--- src/design/slis_map.vh ---
// Summary of operation
// - latch all straps when reset releases
// - shared pins take exactly one mode
// - both straps pulled up selects smbus slave
// - data strap pulled down selects uart
// - no pulls selects serial flash first
// - no valid rom falls to i2c bridging
// - never enable conflicting interface pairs together
// - rom valid only with signature present
// - smbus/i2c usable only in configs 1,2,3,6
// - uart uses data pin tx, clock rx
`ifndef SLIS_MAP_VH
`define SLIS_MAP_VH

// strap detector classification of one shared pin
`define SLIS_STRAP_NONE 2'h0
`define SLIS_STRAP_PU10K 2'h1
`define SLIS_STRAP_PD10K 2'h2

// shared pin group function codes
`define SLIS_MODE_SPI 2'h0
`define SLIS_MODE_SMB 2'h1
`define SLIS_MODE_I2C 2'h2
`define SLIS_MODE_UART 2'h3

// device mode strap configurations that route smbus data/clock
`define SLIS_DEVCFG_1 3'h1
`define SLIS_DEVCFG_2 3'h2
`define SLIS_DEVCFG_3 3'h3
`define SLIS_DEVCFG_6 3'h6

// serial rom signature probe
`define SLIS_ROM_READ_CMD 8'h03
`define SLIS_ROM_SIG_ADDR 24'h00FFFA
`define SLIS_ROM_SIG 32'h32444655
`define SLIS_ROM_HDR_BITS 7'h20
`define SLIS_ROM_LAST_BIT 7'h3F

// rom clock timing
`define SLIS_CLK_PERIOD_NS 8
`define SLIS_SCK_HALF_NS 40

`endif

--- src/design/slis_rom_probe.v ---
`timescale 1ns/1ps
`include "slis_map.vh"

// reads four bytes at the signature address, spi mode 0, msb first
module slis_rom_probe #(
   parameter HALF_CYC = (`SLIS_SCK_HALF_NS + `SLIS_CLK_PERIOD_NS - 1) / `SLIS_CLK_PERIOD_NS
) (
   input wire ref_clk,
   input wire sys_rst,
   input wire start,
   input wire miso,
   output reg sck,
   output reg cs_n,
   output reg mosi,
   output reg done,
   output reg sig_ok
);
   // named copy of the read command so its top bit can be picked without a shift
   localparam [7:0] READ_CMD = `SLIS_ROM_READ_CMD;
   reg busy;
   reg [7:0] half_cnt;
   reg [6:0] bit_cnt;
   reg [31:0] tx_shift;
   reg [31:0] rx_shift;
   wire half_tick;

   assign half_tick = (half_cnt == HALF_CYC[7:0] - 8'h01);

   // one frame: 8 command bits, 24 address bits, 32 data bits
   always @(posedge ref_clk or posedge sys_rst) begin
      if (sys_rst) begin
         busy <= 1'b0;
         half_cnt <= 8'h00;
         bit_cnt <= 7'h00;
         tx_shift <= 32'h00000000;
         rx_shift <= 32'h00000000;
         sck <= 1'b0;
         cs_n <= 1'b1;
         mosi <= 1'b0;
         done <= 1'b0;
         sig_ok <= 1'b0;
      end else begin
         done <= 1'b0;
         if (start && !busy) begin
            busy <= 1'b1;
            cs_n <= 1'b0;
            half_cnt <= 8'h00;
            bit_cnt <= 7'h00;
            tx_shift <= {`SLIS_ROM_READ_CMD, `SLIS_ROM_SIG_ADDR};
            mosi <= READ_CMD[7];
         end else if (busy) begin
            half_cnt <= half_tick ? 8'h00 : half_cnt + 8'h01;
            if (half_tick && !sck) begin
               // rising edge: the rom data is sampled here
               sck <= 1'b1;
               if (bit_cnt >= `SLIS_ROM_HDR_BITS)
                  rx_shift <= {rx_shift[30:0], miso};
            end else if (half_tick) begin
               sck <= 1'b0;
               if (bit_cnt == `SLIS_ROM_LAST_BIT) begin
                  busy <= 1'b0;
                  cs_n <= 1'b1;
                  done <= 1'b1;
                  sig_ok <= (rx_shift == `SLIS_ROM_SIG);
               end else begin
                  bit_cnt <= bit_cnt + 7'h01;
                  tx_shift <= {tx_shift[30:0], 1'b0};
                  mosi <= tx_shift[30];
               end
            end
         end
      end
   end
endmodule

--- src/design/slis_top.v ---
`timescale 1ns/1ps
`include "slis_map.vh"

// strap latch and shared serial pin function select
module slis_top #(
   parameter SCK_HALF_CYC = (`SLIS_SCK_HALF_NS + `SLIS_CLK_PERIOD_NS - 1) / `SLIS_CLK_PERIOD_NS
) (
   input wire ref_clk,
   input wire sys_rst,
   input wire ext_rst_n,
   input wire [1:0] sdo_strap_class,
   input wire [1:0] sclk_strap_class,
   input wire [2:0] dev_cfg_strap,
   input wire sdo_pin_in,
   output reg sdo_pin_out,
   output reg sdo_pin_oe,
   input wire sclk_pin_in,
   output reg sclk_pin_out,
   output reg sclk_pin_oe,
   input wire sdi_pin_in,
   output reg cs_n_pin_out,
   output reg cs_n_pin_oe,
   input wire uart_tx_data,
   output reg uart_rx_data,
   output reg [1:0] serial_interface_select_strap,
   output reg [2:0] dev_cfg_latched,
   output reg mode_valid,
   output reg spi_en,
   output reg smbus_slave_en,
   output reg i2c_bridge_en,
   output reg uart_en,
   output reg smbus_pins_routed
);
   localparam ST_WAIT = 3'h0;
   localparam ST_DECIDE = 3'h1;
   localparam ST_PROBE = 3'h2;
   localparam ST_PROBE_WAIT = 3'h3;
   localparam ST_DONE = 3'h4;

   reg [2:0] state;
   reg [2:0] next_state;
   reg [1:0] sdo_class_q;
   reg [1:0] sclk_class_q;
   reg [1:0] mode;
   reg [1:0] next_mode;
   reg probe_start;
   reg next_probe_start;
   wire probe_sck;
   wire probe_cs_n;
   wire probe_mosi;
   wire probe_done;
   wire probe_ok;
   wire probing;

   // strap class pair to pin group function
   function [1:0] slis_pick_mode;
      input [1:0] sdo_class;
      input [1:0] sclk_class;
      begin
         if (sdo_class == `SLIS_STRAP_PU10K && sclk_class == `SLIS_STRAP_PU10K)
            slis_pick_mode = `SLIS_MODE_SMB;
         else if (sdo_class == `SLIS_STRAP_PD10K)
            slis_pick_mode = `SLIS_MODE_UART;
         else
            slis_pick_mode = `SLIS_MODE_SPI;
      end
   endfunction

   // device configurations that carry smbus data and clock
   function slis_smb_routed;
      input [2:0] cfg;
      begin
         slis_smb_routed = (cfg == `SLIS_DEVCFG_1) || (cfg == `SLIS_DEVCFG_2) ||
                           (cfg == `SLIS_DEVCFG_3) || (cfg == `SLIS_DEVCFG_6);
      end
   endfunction

   // the probe owns the shared pins only while it runs
   assign probing = (state == ST_PROBE) || (state == ST_PROBE_WAIT);

   slis_rom_probe #(
      .HALF_CYC(SCK_HALF_CYC)
   ) u_probe (
      .ref_clk(ref_clk),
      .sys_rst(sys_rst),
      .start(probe_start),
      .miso(sdi_pin_in),
      .sck(probe_sck),
      .cs_n(probe_cs_n),
      .mosi(probe_mosi),
      .done(probe_done),
      .sig_ok(probe_ok)
   );

   // straps are caught on the first edge after both resets are gone;
   // the external reset is a synchronous input, so it can only restart the
   // sequence here and cannot take a value under the asynchronous reset
   always @(posedge ref_clk or posedge sys_rst) begin
      if (sys_rst) begin
         sdo_class_q <= `SLIS_STRAP_NONE;
         sclk_class_q <= `SLIS_STRAP_NONE;
         dev_cfg_latched <= 3'h0;
      end else if (!ext_rst_n) begin
         sdo_class_q <= `SLIS_STRAP_NONE;
         sclk_class_q <= `SLIS_STRAP_NONE;
         dev_cfg_latched <= 3'h0;
      end else if (state == ST_WAIT) begin
         sdo_class_q <= sdo_strap_class;
         sclk_class_q <= sclk_strap_class;
         dev_cfg_latched <= dev_cfg_strap;
      end
   end

   // selection sequence; the done state is left only through a reset
   always @* begin
      next_state = state;
      next_mode = mode;
      next_probe_start = 1'b0;
      case (state)
         ST_WAIT: begin
            next_state = ST_DECIDE;
         end
         ST_DECIDE: begin
            next_mode = slis_pick_mode(sdo_class_q, sclk_class_q);
            if (slis_pick_mode(sdo_class_q, sclk_class_q) == `SLIS_MODE_SPI)
               next_state = ST_PROBE;
            else
               next_state = ST_DONE;
         end
         ST_PROBE: begin
            next_probe_start = 1'b1;
            next_state = ST_PROBE_WAIT;
         end
         ST_PROBE_WAIT: begin
            if (probe_done) begin
               if (!probe_ok)
                  next_mode = `SLIS_MODE_I2C;
               next_state = ST_DONE;
            end
         end
         ST_DONE: begin
            next_state = ST_DONE;
         end
         default: begin
            next_state = ST_WAIT;
         end
      endcase
   end

   // state registers; external reset restarts the whole selection
   always @(posedge ref_clk or posedge sys_rst) begin
      if (sys_rst) begin
         state <= ST_WAIT;
         mode <= `SLIS_MODE_SPI;
         probe_start <= 1'b0;
      end else if (!ext_rst_n) begin
         state <= ST_WAIT;
         mode <= `SLIS_MODE_SPI;
         probe_start <= 1'b0;
      end else begin
         state <= next_state;
         mode <= next_mode;
         probe_start <= next_probe_start;
      end
   end

   // status and enables, at most one set, only once the choice is final;
   // one-hot decode keeps uart, smbus, spi and i2c mutually exclusive
   always @(posedge ref_clk or posedge sys_rst) begin
      if (sys_rst) begin
         serial_interface_select_strap <= `SLIS_MODE_SPI;
         mode_valid <= 1'b0;
         spi_en <= 1'b0;
         smbus_slave_en <= 1'b0;
         i2c_bridge_en <= 1'b0;
         uart_en <= 1'b0;
         smbus_pins_routed <= 1'b0;
      end else if (!ext_rst_n || state != ST_DONE) begin
         serial_interface_select_strap <= `SLIS_MODE_SPI;
         mode_valid <= 1'b0;
         spi_en <= 1'b0;
         smbus_slave_en <= 1'b0;
         i2c_bridge_en <= 1'b0;
         uart_en <= 1'b0;
         smbus_pins_routed <= 1'b0;
      end else begin
         serial_interface_select_strap <= mode;
         mode_valid <= 1'b1;
         smbus_pins_routed <= slis_smb_routed(dev_cfg_latched);
         spi_en <= (mode == `SLIS_MODE_SPI);
         uart_en <= (mode == `SLIS_MODE_UART);
         smbus_slave_en <= (mode == `SLIS_MODE_SMB) && slis_smb_routed(dev_cfg_latched);
         i2c_bridge_en <= (mode == `SLIS_MODE_I2C) && slis_smb_routed(dev_cfg_latched);
      end
   end

   // pin drive: undriven until the choice is made so the board pulls stay readable
   always @(posedge ref_clk or posedge sys_rst) begin
      if (sys_rst) begin
         sdo_pin_out <= 1'b0;
         sdo_pin_oe <= 1'b0;
         sclk_pin_out <= 1'b0;
         sclk_pin_oe <= 1'b0;
         cs_n_pin_out <= 1'b1;
         cs_n_pin_oe <= 1'b0;
         uart_rx_data <= 1'b1;
      end else if (!ext_rst_n) begin
         sdo_pin_out <= 1'b0;
         sdo_pin_oe <= 1'b0;
         sclk_pin_out <= 1'b0;
         sclk_pin_oe <= 1'b0;
         cs_n_pin_out <= 1'b1;
         cs_n_pin_oe <= 1'b0;
         uart_rx_data <= 1'b1;
      end else if (probing) begin
         sdo_pin_out <= probe_mosi;
         sdo_pin_oe <= 1'b1;
         sclk_pin_out <= probe_sck;
         sclk_pin_oe <= 1'b1;
         cs_n_pin_out <= probe_cs_n;
         cs_n_pin_oe <= 1'b1;
         uart_rx_data <= 1'b1;
      end else if (state == ST_DONE && mode == `SLIS_MODE_UART) begin
         sdo_pin_out <= uart_tx_data;
         sdo_pin_oe <= 1'b1;
         sclk_pin_out <= 1'b0;
         sclk_pin_oe <= 1'b0;
         cs_n_pin_out <= 1'b1;
         cs_n_pin_oe <= 1'b0;
         uart_rx_data <= sclk_pin_in;
      end else if (state == ST_DONE && mode == `SLIS_MODE_SPI) begin
         // valid rom: bus idles with chip select held high
         sdo_pin_out <= 1'b0;
         sdo_pin_oe <= 1'b1;
         sclk_pin_out <= 1'b0;
         sclk_pin_oe <= 1'b1;
         cs_n_pin_out <= 1'b1;
         cs_n_pin_oe <= 1'b1;
         uart_rx_data <= 1'b1;
      end else begin
         // smbus and i2c use other pins; these stay as strap inputs
         sdo_pin_out <= 1'b0;
         sdo_pin_oe <= 1'b0;
         sclk_pin_out <= 1'b0;
         sclk_pin_oe <= 1'b0;
         cs_n_pin_out <= 1'b1;
         cs_n_pin_oe <= 1'b0;
         uart_rx_data <= 1'b1;
      end
   end
endmodule

--- config.mk ---
export PLATFORM = sky130hd
export DESIGN_NAME = slis_top
export DESIGN_NICKNAME = d
export VERILOG_FILES = /design/src/design/slis_rom_probe.v /design/src/design/slis_top.v
export VERILOG_INCLUDE_DIRS = /design/src /design/src/design
export SDC_FILE = /design/constraint.sdc
export NUM_CORES = 1
export LEC_CHECK = 0
export BUFFER_PORTS_ARGS = -buffer_cell sky130_fd_sc_hd__clkbuf_2
export CAP_MARGIN = 20
export CELL_PAD_IN_SITES_DETAIL_PLACEMENT = 2
export CELL_PAD_IN_SITES_GLOBAL_PLACEMENT = 2
export CORE_ASPECT_RATIO = 0.9
export CORE_UTILIZATION = 44
export DETAILED_ROUTE_END_ITERATION = 10
export PLACE_DENSITY = 0.81
export SETUP_SLACK_MARGIN = 0.4
export SLEW_MARGIN = 10
export SYNTH_ARGS = -nofsm -noshare
export SYNTH_HDL_FRONTEND = slang
export SYNTH_HIERARCHICAL = 1
export SYNTH_SLANG_ARGS = --single-unit
--- constraint.sdc ---
create_clock -name ref_clk -period 6.78 [get_ports ref_clk]
set_input_delay 1.017 -clock ref_clk [delete_from_list [all_inputs] [get_ports ref_clk]]
set_output_delay 1.017 -clock ref_clk [all_outputs]
set_load 0.02 [all_outputs]
==> results of run 1 <==
-- synth_stat cells (3+ instances only) --
cell                       count  area, um2
sky130_fd_sc_hd__dfrtp_1     107       2680
sky130_fd_sc_hd__nand2_1      30        113
sky130_fd_sc_hd__mux2_2       29        327
sky130_fd_sc_hd__a21oi_1      20        100
sky130_fd_sc_hd__mux2i_1      16        160
sky130_fd_sc_hd__nor2_1       16       60.1
sky130_fd_sc_hd__o21ai_0      16       80.1
sky130_fd_sc_hd__nand3_1      14       70.1
sky130_fd_sc_hd__nor2b_1      12       75.1
sky130_fd_sc_hd__clkbuf_1     10       37.5
sky130_fd_sc_hd__nor3_1       10       50.1
sky130_fd_sc_hd__inv_1         8       30.0
sky130_fd_sc_hd__a211oi_1      7       52.6
sky130_fd_sc_hd__buf_2         7       35.0
sky130_fd_sc_hd__nand2b_1      6       37.5
sky130_fd_sc_hd__and3_1        5       31.3
sky130_fd_sc_hd__nand4_1       5       31.3
sky130_fd_sc_hd__o21ai_1       5       25.0
sky130_fd_sc_hd__buf_6         4       45.0
sky130_fd_sc_hd__nor3b_1       4       30.0
sky130_fd_sc_hd__nor4b_1       4       35.0
sky130_fd_sc_hd__or3_1         4       25.0
sky130_fd_sc_hd__a21o_1        3       22.5
sky130_fd_sc_hd__a31oi_1       3       18.8
sky130_fd_sc_hd__dfstp_2       3       78.8
sky130_fd_sc_hd__ha_1          3       37.5
sky130_fd_sc_hd__mux2_1        3       33.8
sky130_fd_sc_hd__nor4_1        3       18.8
sky130_fd_sc_hd__o31ai_1       3       22.5
-- stage by stage --
stage | util, % | instance area [um2] | setup slack [ns] | std cells | power, W
2_1_floorplan | - | 4690 | 3.63 | 398 | 0.00107
5_1_grt | 51.0 | 5250 | 3.99 | 556 | 0.00177
3_5_place_dp | 47.7 | 4910 | 4.16 | 538 | 0.00117
3_3_place_gp | 47.7 | 4910 | 4.21 | 538 | 0.00113
4_1_cts | 50.5 | 5200 | 4.12 | 554 | 0.00169
6_report | 51.0 | 5250 | 4.15 | 556 | 0.00167
-- logic make-up after synthesis --
| family | after synthesis | synth area share [%] |
|---|---|---|
| mux | 48 | 11.1 |
| flops | 110 | 58.7 |
| simple gates | 130 | 15.8 |
| fa+ha+maj | 3 | 0.800 |
| xor+xnor | 2 | 0.373 |
| buf+inv | 33 | 3.63 |
| compound gates | 72 | 9.52 |
-- layer usage --
metal  wire (um)  up-vias  share of wire, %  global-route usage, %
met1        4620     1634                43                   25.7
met4         116        0               1.1                   5.85
met2        5860       29                54                   38.7
li1            -     1464                 -                      -
met5           0        -                 0                      0
met3         212       10               2.0                   4.05
-- power breakdown --
group | switching, W | leakage (nW) | internal [W] | total, W
registers | 0.0000825 | 1.45 | 0.000758 | 0.000840
clock network | 0.000226 | 0.133 | 0.000286 | 0.000512
logic | 0.000186 | 0.922 | 0.000132 | 0.000317
-- sequential cells by signal (all words and copies together) (netlist names), 2 cells and up --
name / count
u_probe/bit_cnt: 7
u_probe/half_cnt: 8
u_probe/rx_shift: 32
mode: 2
state: 3
serial_interface_select_strap: 2
sclk_class_q: 2
u_probe/tx_shift: 30
dev_cfg_latched: 3
sdo_class_q: 2
-- final timing paths --
| kind | endpoint | slack (ns) |
|---|---|---|
| hold / removal | u_probe/cs_n | 0.47 |
| hold reg to reg | u_probe/cs_n | 0.47 |
| setup / recovery | u_probe/tx_shift[28] | 4.15 |
| max in group asynchronous | u_probe/cs_n | 5.43 |
| setup reg to reg | u_probe/tx_shift[28] | 4.15 |
| min in group asynchronous | serial_interface_select_strap[1] | 0.71 |
-- worst max-delay path, stage by stage, from the launching register on --
cell and delay, ns:
sky130_fd_sc_hd__dfrtp_1 0.43, sky130_fd_sc_hd__inv_1 0.08, sky130_fd_sc_hd__ha_1 0.16, sky130_fd_sc_hd__or4b_1 0.51, sky130_fd_sc_hd__or3_1 0.65, sky130_fd_sc_hd__nor2_4 0.46, sky130_fd_sc_hd__o21ai_0 0.19
-- area by class of cell --
type / instances / area, um2 / area share, %
clock buffers: 12 / 236 / 4.50
clock inverters: 4 / 50.0 / 0.953
inverters: 9 / 35.0 / 0.667
multi-input cells: 255 / 1770 / 33.7
flip-flops and latches: 110 / 2760 / 52.5
well taps: 129 / 161 / 3.07
repair buffers: 37 / 243 / 4.62
==> results.md, run 1 <==
* Synthesized net count at 415
* Final hold slack at 0.466 ns
* Final Cycle Share at 38.8%
* Type of the worst setup path: reg2reg
* Part of the Yosys area used for sequential elements at 58.7%
* Maximum buffer depth of the clock tree at 2
* Routed wire per std cell at 19.4 um
* Leakage power summed over all cells at 2.50 nW
* Netlist Area Pre-Place at 4690 um2
* HP Class: reg2reg
* Run status: completed
* Headroom to the max-slew limit at 43.4%
* DRC Markers at 0
* Final Hold Violating Endpoints at 0
* Number of synthesized register bits at 110
* Share of async-settable or async-resettable flops after synthesis at 100%
* Filler instances at 1010
* Site Rows at 35
* Launching element of the worst setup path: u_probe/half_cnt[0]
* Number of max-slew violations in the final report at 0
* Ant diodes at 0
* Layout cell share with drive strength beyond 1 at 22.7%
* Final setup fails at 0
* Worst Max-Slew Pin Slew at 0.847 ns
* Die area at 11100 um2
* I/O Buffers at 30
* Vias in the first global route at 3639
* Critical Path RT at 6.98 ns
* Width of the chip at 111 um
* Data arrival time at the worst-slack endpoint at 2.83 ns
* Global-route wire length before repair at 18.6 mm
* Total CTS buffers at 9
* Post-synthesis average cell area at 11.8 um2
* Reg clk slew, reported paths at 0.07 ns
* H-Tree Level Count at 3
* CTS Sinks at 110
* Antenna violation net count after detailed routing at 0
* Min-Delay Path Depth at 2
* Total of hold buffers inserted after clock tree synthesis at 0
* Via count normalized by instance count at 5.64
* Initial core utilization at 45.6%
* I/O pins at 32
* Startpoint type of the worst setup path: flip-flop
* Post-layout minimum cycle time at 2.63 ns
* Number of vias after detailed routing at 3137
* Fmax at 0.381 GHz
* Global route total overflow at 0
* Kind of end point of the critical path: flip-flop
* Area added between synthesis and finish at 11.9%
* Number of cell instances on the worst register-to-register path at 6
* Vertical die dimension at 100 um
* Most common library cell in the layout ignoring fill and taps: sky130_fd_sc_hd__dfrtp_1
* Clock root buffer master: sky130_fd_sc_hd__clkbuf_16
* Setup TNS at 0 ns
* Standard cell core area at 10300 um2
* Commonest cells after routing, fill and taps aside: 107 x sky130_fd_sc_hd__dfrtp_1, 30 x sky130_fd_sc_hd__nand2_1, 30 x sky130_fd_sc_hd__clkbuf_2
* VDD IR-drop max at 222 uV
* Net count, final at 439
* GPL Wtd Cong at 0.745
* Instance count of the mapped netlist at 398
* Worst hold start: u_probe/cs_n
* Ys Warns at 6
* Number of cells upsized or downsized after cts at 0
* Total detailed-routing wirelength at 10.8 mm
* Worst r2r src: u_probe/half_cnt[0]
* Aggregate global-route resource usage at 21.2%
* Clock Skews at 0.0112 ns
* CTS tree: done
* Number of distinct standard cells referenced by the synthesized netlist at 57
* Pin count of the biggest net entering global routing at 84
* Power per cell area at 318 nW/um2
* HPWL Detailed at 7.16 mm
* Initial antenna violation count at 0
* Post-CTS Repair Setup Buffers at 0
* Violation count after the first detailed-route iteration at 75
* Top FF cell, synth: sky130_fd_sc_hd__dfrtp_1
* Count of flip-flops with a built-in enable after synthesis at 0
* Source-to-sink clock delay at the later pin of the worst-skew pair at 0.35 ns
* Number of maximum-capacitance constraint violations at 0
* Worst-path fanout max at 17
* Number of iterations in the first detailed-routing pass at 4
* Setup repair after global routing missed its margin: false
Note: power is estimated with default switching activity, not from simulation.
==> inputs of run 2 (changes only) <==
--- a/config.mk
+++ b/config.mk
@@ -11,9 +11,9 @@
 export CELL_PAD_IN_SITES_DETAIL_PLACEMENT = 2
 export CELL_PAD_IN_SITES_GLOBAL_PLACEMENT = 2
 export CORE_ASPECT_RATIO = 0.9
-export CORE_UTILIZATION = 44
+export CORE_UTILIZATION = 41
 export DETAILED_ROUTE_END_ITERATION = 10
-export PLACE_DENSITY = 0.81
+export PLACE_DENSITY = 0.76
 export SETUP_SLACK_MARGIN = 0.4
 export SLEW_MARGIN = 10
 export SYNTH_ARGS = -nofsm -noshare
==> constraint.sdc (replaced) <==
create_clock -name ref_clk -period 2.62 [get_ports ref_clk]
set_input_delay 0.393 -clock ref_clk [delete_from_list [all_inputs] [get_ports ref_clk]]
set_output_delay 0.393 -clock ref_clk [all_outputs]
set_load 0.02 [all_outputs]
==> run 2 against run 1 <==
Effect of this change:
- cell count up 7.0%
- worst hold slack worse by 0.22 ns
- sequential share of layout area down 2.8 points
- non-clock buffer count up 16
- sequential power rose to 2.6 times the previous value
- register-to-register slack worse by 3.8 ns
- worst setup slack worse by 3.8 ns
- combinational power rose to 3.3 times the previous value
- routed wire length up 9.5%
- global-route usage down 0.90 points
- critical path type unchanged
- largest cell class unchanged
==> results.md, run 2 (synthesized netlist as in run 1, its figures left out) <==
* Net load switching power at 0.00141 W (+190%)
* Commonest cells after routing, fill and taps aside: 107 x sky130_fd_sc_hd__dfrtp_1, 30 x sky130_fd_sc_hd__clkbuf_2, 29 x sky130_fd_sc_hd__nand2_1, 29 x sky130_fd_sc_hd__mux2_2
* Reg with most FFs: u_probe/rx_shift
* Layout cell share with drive strength beyond 1 at 29.6% (+6.9 points)
* Global-route wire length before repair at 18.1 mm (-2.6%)
* Area added between synthesis and finish at 18.2%
* Most common library cell in the layout ignoring fill and taps: sky130_fd_sc_hd__dfrtp_1
* Ant diodes at 0 (unchanged)
* Initial antenna violation count at 0 (unchanged)
* Pin count of the biggest net entering global routing at 34 (-60%)
* HPWL Detailed at 7.01 mm (-2.2%)
* Switching portion of total power at 30.4% (+0.84 points)
* Maximum buffer depth of the clock tree at 2 (unchanged)
* Post-Place Cells at 568 (+5.6%)
* Violation count after the first detailed-route iteration at 75 (unchanged)
* Width of the chip at 115 um (+3.5%)
* Total detailed-routing wirelength at 11.8 mm (+9.5%)
* Final Cycle Share at 85.8% (+47 points)
* Total CTS buffers at 9 (unchanged)
* Startpoint type of the worst setup path: flip-flop
* Post-place setup slack at 0.234 ns (-3.93 ns)
* Non-Filler Instances at 595 (+7.0%)
* GPL Wtd Cong at 0.787 (+5.7%)
* Final setup fails at 0 (unchanged)
* Instance area at placement at 5020 um2 (+2.2%)
* Worst setup margin at 0.372 ns (-3.78 ns)
* Number of maximum-capacitance constraint violations at 0 (unchanged)
* Cell-internal power at 0.00323 W (+170%)
* CTS tree: done
* Number of iterations in the first detailed-routing pass at 4 (unchanged)
* Die area at 11900 um2 (+7.2%)
* VDD IR-drop max at 493 uV (+120%)
* Setup repair after global routing missed its margin: true
* CTS Sinks at 110 (unchanged)
* I/O pins at 32 (unchanged)
* Share of power burned in registers at 47.1% (-3.2 points)
* Max reg flops at 32 (unchanged)
* Final Hold Violating Endpoints at 0 (unchanged)
* Vertical die dimension at 103 um (+3.5%)
* Run status: completed
* Clock root buffer master: sky130_fd_sc_hd__clkbuf_16
* Post-Route Utilization at 50.5% (-0.58 points)
* Kind of end point of the critical path: flip-flop
* Leakage power summed over all cells at 2.63 nW (+4.9%)
* Combinational fraction of design power at 22.8% (+3.8 points)
* Site Rows at 36 (+2.9%)
* Critical Path RT at 2.88 ns (-4.10 ns)
* Fmax at 0.445 GHz (+17%)
* Largest registers: u_probe/rx_shift: 32 flops, u_probe/tx_shift: 30 flops, u_probe/half_cnt: 8 flops
* Area of all placed cells without fillers at 5550 um2 (+5.6%)
* Global route total overflow at 0 (unchanged)
* Antenna violation net count after detailed routing at 0 (unchanged)
* Vias in the first global route at 3479 (-4.4%)
* Portion of total power attributed to the clock network at 30.1% (-0.6 points)
* Number of max-slew violations in the final report at 0 (unchanged)
* Power per cell area at 836 nW/um2 (+160%)
* Net count, final at 455 (+3.6%)
* HP Class: in2reg
* Number of vias after detailed routing at 3257 (+3.8%)
* DRC Markers at 0 (unchanged)
* H-Tree Level Count at 3 (unchanged)
* Reg clk slew, reported paths at 0.07 ns (about the same)
* Worst Max-Slew Pin Slew at 0.860 ns (+0.0132 ns)
* Type of the worst setup path: reg2reg
* Source-to-sink clock delay at the later pin of the worst-skew pair at 0.36 ns (about the same)
* Post-layout minimum cycle time at 2.25 ns (-0.380 ns)
* Setup TNS at 0 ns (unchanged)
* Standard cell core area at 11000 um2 (+6.8%)
* Routed wire per std cell at 19.9 um (+2.4%)
* Initial core utilization at 42.7% (-2.9 points)
* Data arrival time at the worst-slack endpoint at 2.50 ns (-0.33 ns)
* Aggregate global-route resource usage at 20.3% (-0.90 points)
* Headroom to the max-slew limit at 42.5% (-0.88 points)
* I/O Buffers at 30 (unchanged)
* Via count normalized by instance count at 5.47 (-3.0%)
* Worst-path fanout max at 6 (-11)
* Clock Skews at 0.00863 ns (-0.00253 ns)
[run 2: changes by cell type in the layout (fill, tap and decap cells not counted), moves of 3 or more]
cell,delta
sky130_fd_sc_hd__a21oi_1,-6
sky130_fd_sc_hd__a21oi_2,+6
sky130_fd_sc_hd__buf_12,+3
sky130_fd_sc_hd__buf_4,+11
sky130_fd_sc_hd__nor3_1,-3
sky130_fd_sc_hd__or3_1,-3
sky130_fd_sc_hd__or3_4,+3
[run 2: path summary, 6_finish.rpt]
check | from | end | slack (ns) | cells past startpoint
setup / recovery | u_probe/half_cnt[1] | u_probe/bit_cnt[2] | 0.37 | 6
hold / removal | sclk_pin_in | uart_rx_data | 0.24 | 2
setup reg to reg | u_probe/half_cnt[1] | u_probe/bit_cnt[2] | 0.37 | 6
hold reg to reg | u_probe/cs_n | u_probe/cs_n | 0.47 | 2
max in group asynchronous | sys_rst | u_probe/rx_shift[18] | 1.51 | 4
min in group asynchronous | sys_rst | u_probe/tx_shift[2] | 0.53 | 3
[run 2: metrics by stage]
| stage | total power [W] | hold WS [ns] |
|---|---|---|
| 6_report | 0.00464 | 0.245 |
| 5_1_grt | 0.00488 | 0.245 |
| 4_1_cts | 0.00450 | 0.234 |
| 3_5_place_dp | 0.00303 | 0.355 |
| 3_3_place_gp | 0.00296 | 0.344 |
| 2_1_floorplan | 0.00277 | 0.436 |
[run 2: final cells by class]
type | instances | area, um2
flip-flops and latches | 110 | 2760
repair buffers | 53 | 402
well taps | 152 | 190
fillers | 1097 | 5450
inverters | 9 | 37.5
clock inverters | 4 | 45.0
clock buffers | 12 | 256
multi-input cells | 255 | 1860
[run 2: what timing repair did]
action / in CTS / in global routing
gates cloned: 0 / 2
resized for setup: 5 / 21
hold buffers: 1 / 0
hold endpoints to repair: 4 / 0
setup endpoints to repair: 60 / 62
buffers inserted: 1 / 7
pin swaps: 1 / 5
[run 2: routing by layer]
| layer | GRT usage (%) | vias up | part of all wire [%] |
|---|---|---|---|
| li1 | - | 1492 | - |
| met1 | 25.3 | 1706 | 44 |
| met2 | 35.3 | 44 | 52 |
| met3 | 4.55 | 15 | 2.5 |
| met4 | 6.59 | 0 | 1.6 |
| met5 | 0 | - | 0 |
[run 2: power groups by stage]
| stage | Clock [W] | Sequential [W] | Combinational, W |
|---|---|---|---|
| after floorplan | 0 | 0.00213 | 0.000634 |
| after global placement | 0 | 0.00218 | 0.000779 |
| after detailed placement | 0 | 0.00220 | 0.000831 |
| after CTS | 0.00143 | 0.00217 | 0.000894 |
| after global routing | 0.00149 | 0.00222 | 0.00117 |
| final | 0.00139 | 0.00218 | 0.00106 |
[run 2: worst max-delay path: stages (launching register included)]
cell	delay, ns
sky130_fd_sc_hd__dfrtp_1	0.38
sky130_fd_sc_hd__inv_1	0.08
sky130_fd_sc_hd__ha_2	0.18
sky130_fd_sc_hd__or4b_4	0.49
sky130_fd_sc_hd__or3_4	0.47
sky130_fd_sc_hd__or3_1	0.33
sky130_fd_sc_hd__a21oi_1	0.21
==> inputs of run 3 (changes only) <==
--- a/config.mk
+++ b/config.mk
@@ -13,6 +13,7 @@
 export CORE_ASPECT_RATIO = 0.9
 export CORE_UTILIZATION = 41
 export DETAILED_ROUTE_END_ITERATION = 10
+export MAX_ROUTING_LAYER = met4
 export PLACE_DENSITY = 0.76
 export SETUP_SLACK_MARGIN = 0.4
 export SLEW_MARGIN = 10
==> run 3 against run 2 <==
Effect of this change:
- routed wire length fell by 8.7%
- utilization down 1.0 points
- combinational power fell by 12%
- cell count fell by 0.67%
- critical path type unchanged
- worst setup slack got worse by 0.010 ns
- non-clock buffer count shrank 4
- largest power group unchanged
==> results.md, run 3 (synthesized netlist as in run 1, its figures left out) <==
* Run status: completed
* Total detailed-routing wirelength at 10.8 mm (-8.7%)
* Min-Delay Path Depth at 2 (unchanged)
* Reg-to-reg setup timing slack at 0.36 ns (about the same)
* Headroom to the max-slew limit at 45.4% (+2.8 points)
* CTS tree: done
* Reg-to-Reg End: u_probe/sig_ok
* Vias in the first global route at 3478 (-0.029%)
* Initial antenna violation count at 0 (unchanged)
* Net count, final at 451 (-0.88%)
* Data arrival time at the worst-slack endpoint at 2.49 ns (about the same)
* Width of the chip at 115 um (unchanged)
* Layout cell share with drive strength beyond 1 at 26.7% (-2.9 points)
* Standard cell core area at 11000 um2 (unchanged)
* Number of vias after detailed routing at 3177 (-2.5%)
* Overall power at 0.00449 W (-3.1%)
* Antenna violation net count after detailed routing at 0 (unchanged)
* Type of the worst setup path: reg2reg
* Clock root buffer master: sky130_fd_sc_hd__clkbuf_16
* Routed wire per std cell at 18.3 um (-8.1%)
* Post-Place Cells at 568 (unchanged)
* Violation count after the first detailed-route iteration at 88 (+17%)
* Via count normalized by instance count at 5.38 (-1.8%)
* Global-route wire length before repair at 18.1 mm (about the same)
* HPWL Detailed at 7.01 mm (unchanged)
* Number of max-slew violations in the final report at 0 (unchanged)
* DRC Markers at 0 (unchanged)
* Initial core utilization at 42.7% (unchanged)
* Kind of end point of the critical path: flip-flop
* Endpoint, Worst Hold: uart_rx_data
* Total CTS buffers at 9 (unchanged)
* Worst hold start: sclk_pin_in
* Maximum buffer depth of the clock tree at 2 (unchanged)
* Reg with most FFs: u_probe/rx_shift
* Number of iterations in the first detailed-routing pass at 4 (unchanged)
* Non-Filler Instances at 591 (-0.67%)
* I/O Buffers at 30 (unchanged)
* Power per cell area at 827 nW/um2 (-1.1%)
* Post-layout minimum cycle time at 2.26 ns (+0.0101 ns)
* Setup TNS at 0 ns (unchanged)
* Critical Path RT at 2.86 ns (-0.02 ns)
* Instance area at placement at 5020 um2 (unchanged)
* CTS Sinks at 110 (unchanged)
* Source-to-sink clock delay at the later pin of the worst-skew pair at 0.36 ns (about the same)
* Area added between synthesis and finish at 15.8%
* H-Tree Level Count at 3 (unchanged)
* Largest registers: u_probe/rx_shift: 32 flops, u_probe/tx_shift: 30 flops, u_probe/half_cnt: 8 flops
* Final Cycle Share at 86.2% (+0.39 points)
* I/O pins at 32 (unchanged)
* Reg clk slew, reported paths at 0.07 ns (about the same)
* Number of maximum-capacitance constraint violations at 0 (unchanged)
* Die area at 11900 um2 (unchanged)
* Ant diodes at 0 (unchanged)
* Final Hold Violating Endpoints at 0 (unchanged)
* Number of cell instances on the worst register-to-register path at 6 (unchanged)
* Fmax at 0.443 GHz (-0.45%)
* Setup repair after global routing missed its margin: true
* Filler instances at 1115 (+1.6%)
* Final setup fails at 0 (unchanged)
* Max reg flops at 32 (unchanged)
* Most common library cell in the layout ignoring fill and taps: sky130_fd_sc_hd__dfrtp_1
* Worst r2r src: u_probe/half_cnt[0]
* Worst Max-Slew Pin Slew at 0.818 ns (-0.0420 ns)
* VDD IR-drop max at 464 uV (-5.8%)
* Clock Skews at 0.00907 ns (+0.000437 ns)
* Aggregate global-route resource usage at 20.9% (+0.62 points)
* Final hold slack at 0.245 ns (-0.000373 ns)
* Global route total overflow at 0 (unchanged)
* HP Class: in2reg
* Site Rows at 36 (unchanged)
* Worst-path fanout max at 4 (-2)
* GPL Wtd Cong at 0.798 (+1.4%)
* Vertical die dimension at 103 um (unchanged)
* Leakage power summed over all cells at 2.58 nW (-1.6%)
* Area of all placed cells without fillers at 5430 um2 (-2.0%)
* Startpoint type of the worst setup path: flip-flop
* Commonest cells after routing, fill and taps aside: 107 x sky130_fd_sc_hd__dfrtp_1, 30 x sky130_fd_sc_hd__nand2_1, 30 x sky130_fd_sc_hd__clkbuf_2
* Pin count of the biggest net entering global routing at 34 (unchanged)
## run 3: cell types whose count changed in the layout (fill, tap and decap cells not counted), moves of 2 or more
cell | before | now
sky130_fd_sc_hd__nor3_1 | 6 | 9
sky130_fd_sc_hd__a21oi_2 | 6 | 0
sky130_fd_sc_hd__a21oi_1 | 14 | 20
sky130_fd_sc_hd__nor3_2 | 3 | 1
sky130_fd_sc_hd__clkbuf_16 | 11 | 9
sky130_fd_sc_hd__buf_4 | 16 | 14
## run 3: through the flow
step	util, %	setup slack [ns]
2_1_floorplan	-	0.516
3_3_place_gp	45.7	0.302
3_5_place_dp	45.7	0.234
4_1_cts	48.8	0.405
5_1_grt	49.4	0.233
6_report	49.4	0.362
## run 3: per-layer routing
| layer | wire length (um) | vias up | GRT usage, % | share of wire, % |
|---|---|---|---|---|
| met5 | 0 | - | - | 0 |
| met4 | 140 | 0 | 6.59 | 1.3 |
| met3 | 230 | 12 | 4.37 | 2.1 |
| met2 | 5500 | 26 | 35.2 | 51 |
| met1 | 4940 | 1650 | 25.4 | 46 |
| li1 | - | 1489 | - | - |
## run 3: layout make-up
type	count	area, um2	area share [%]
flip-flops and latches	110	2760	50.7
multi-input cells	255	1810	33.3
repair buffers	49	337	6.19
clock buffers	12	256	4.72
well taps	152	190	3.50
clock inverters	4	45.0	0.829
inverters	9	37.5	0.691
## run 3: timing repair
item / 4_1_cts / 5_1_grt
resized for setup: 5 / 9
hold buffers: 1 / 0
endpoints found under the setup margin: 60 / 62
setup buffers: 1 / 5
pin swaps: 1 / 2
endpoints found under the hold margin: 4 / 0
## run 3: report_power, final
part	switching [W]	leakage [nW]	internal [W]	total (W)
logic	0.000507	0.983	0.000425	0.000931
clock network	0.000599	0.152	0.000789	0.00139
registers	0.000213	1.45	0.00196	0.00217
## run 3: how the worst max path moves through the flow
stage	slack [ns]	endpoint	startpoint	depth (start not counted)
after floorplan	0.52	u_probe/tx_shift[24]	u_probe/half_cnt[0]	8
after global placement	0.30	u_probe/tx_shift[24]	u_probe/half_cnt[0]	7
after detailed placement	0.23	u_probe/tx_shift[24]	u_probe/half_cnt[0]	7
after CTS	0.41	u_probe/rx_shift[0]	u_probe/half_cnt[1]	7
after global routing	0.23	u_probe/sig_ok	u_probe/half_cnt[1]	6
final	0.36	u_probe/sig_ok	u_probe/half_cnt[0]	6
## run 3: worst max-delay path, cell delays in order, from the launching register on
cell                      delay [ns]
sky130_fd_sc_hd__dfrtp_1        0.40
sky130_fd_sc_hd__inv_1          0.07
sky130_fd_sc_hd__ha_2           0.19
sky130_fd_sc_hd__or4b_4         0.50
sky130_fd_sc_hd__nor3_2         0.32
sky130_fd_sc_hd__nand2_1        0.22
sky130_fd_sc_hd__o41ai_1        0.44
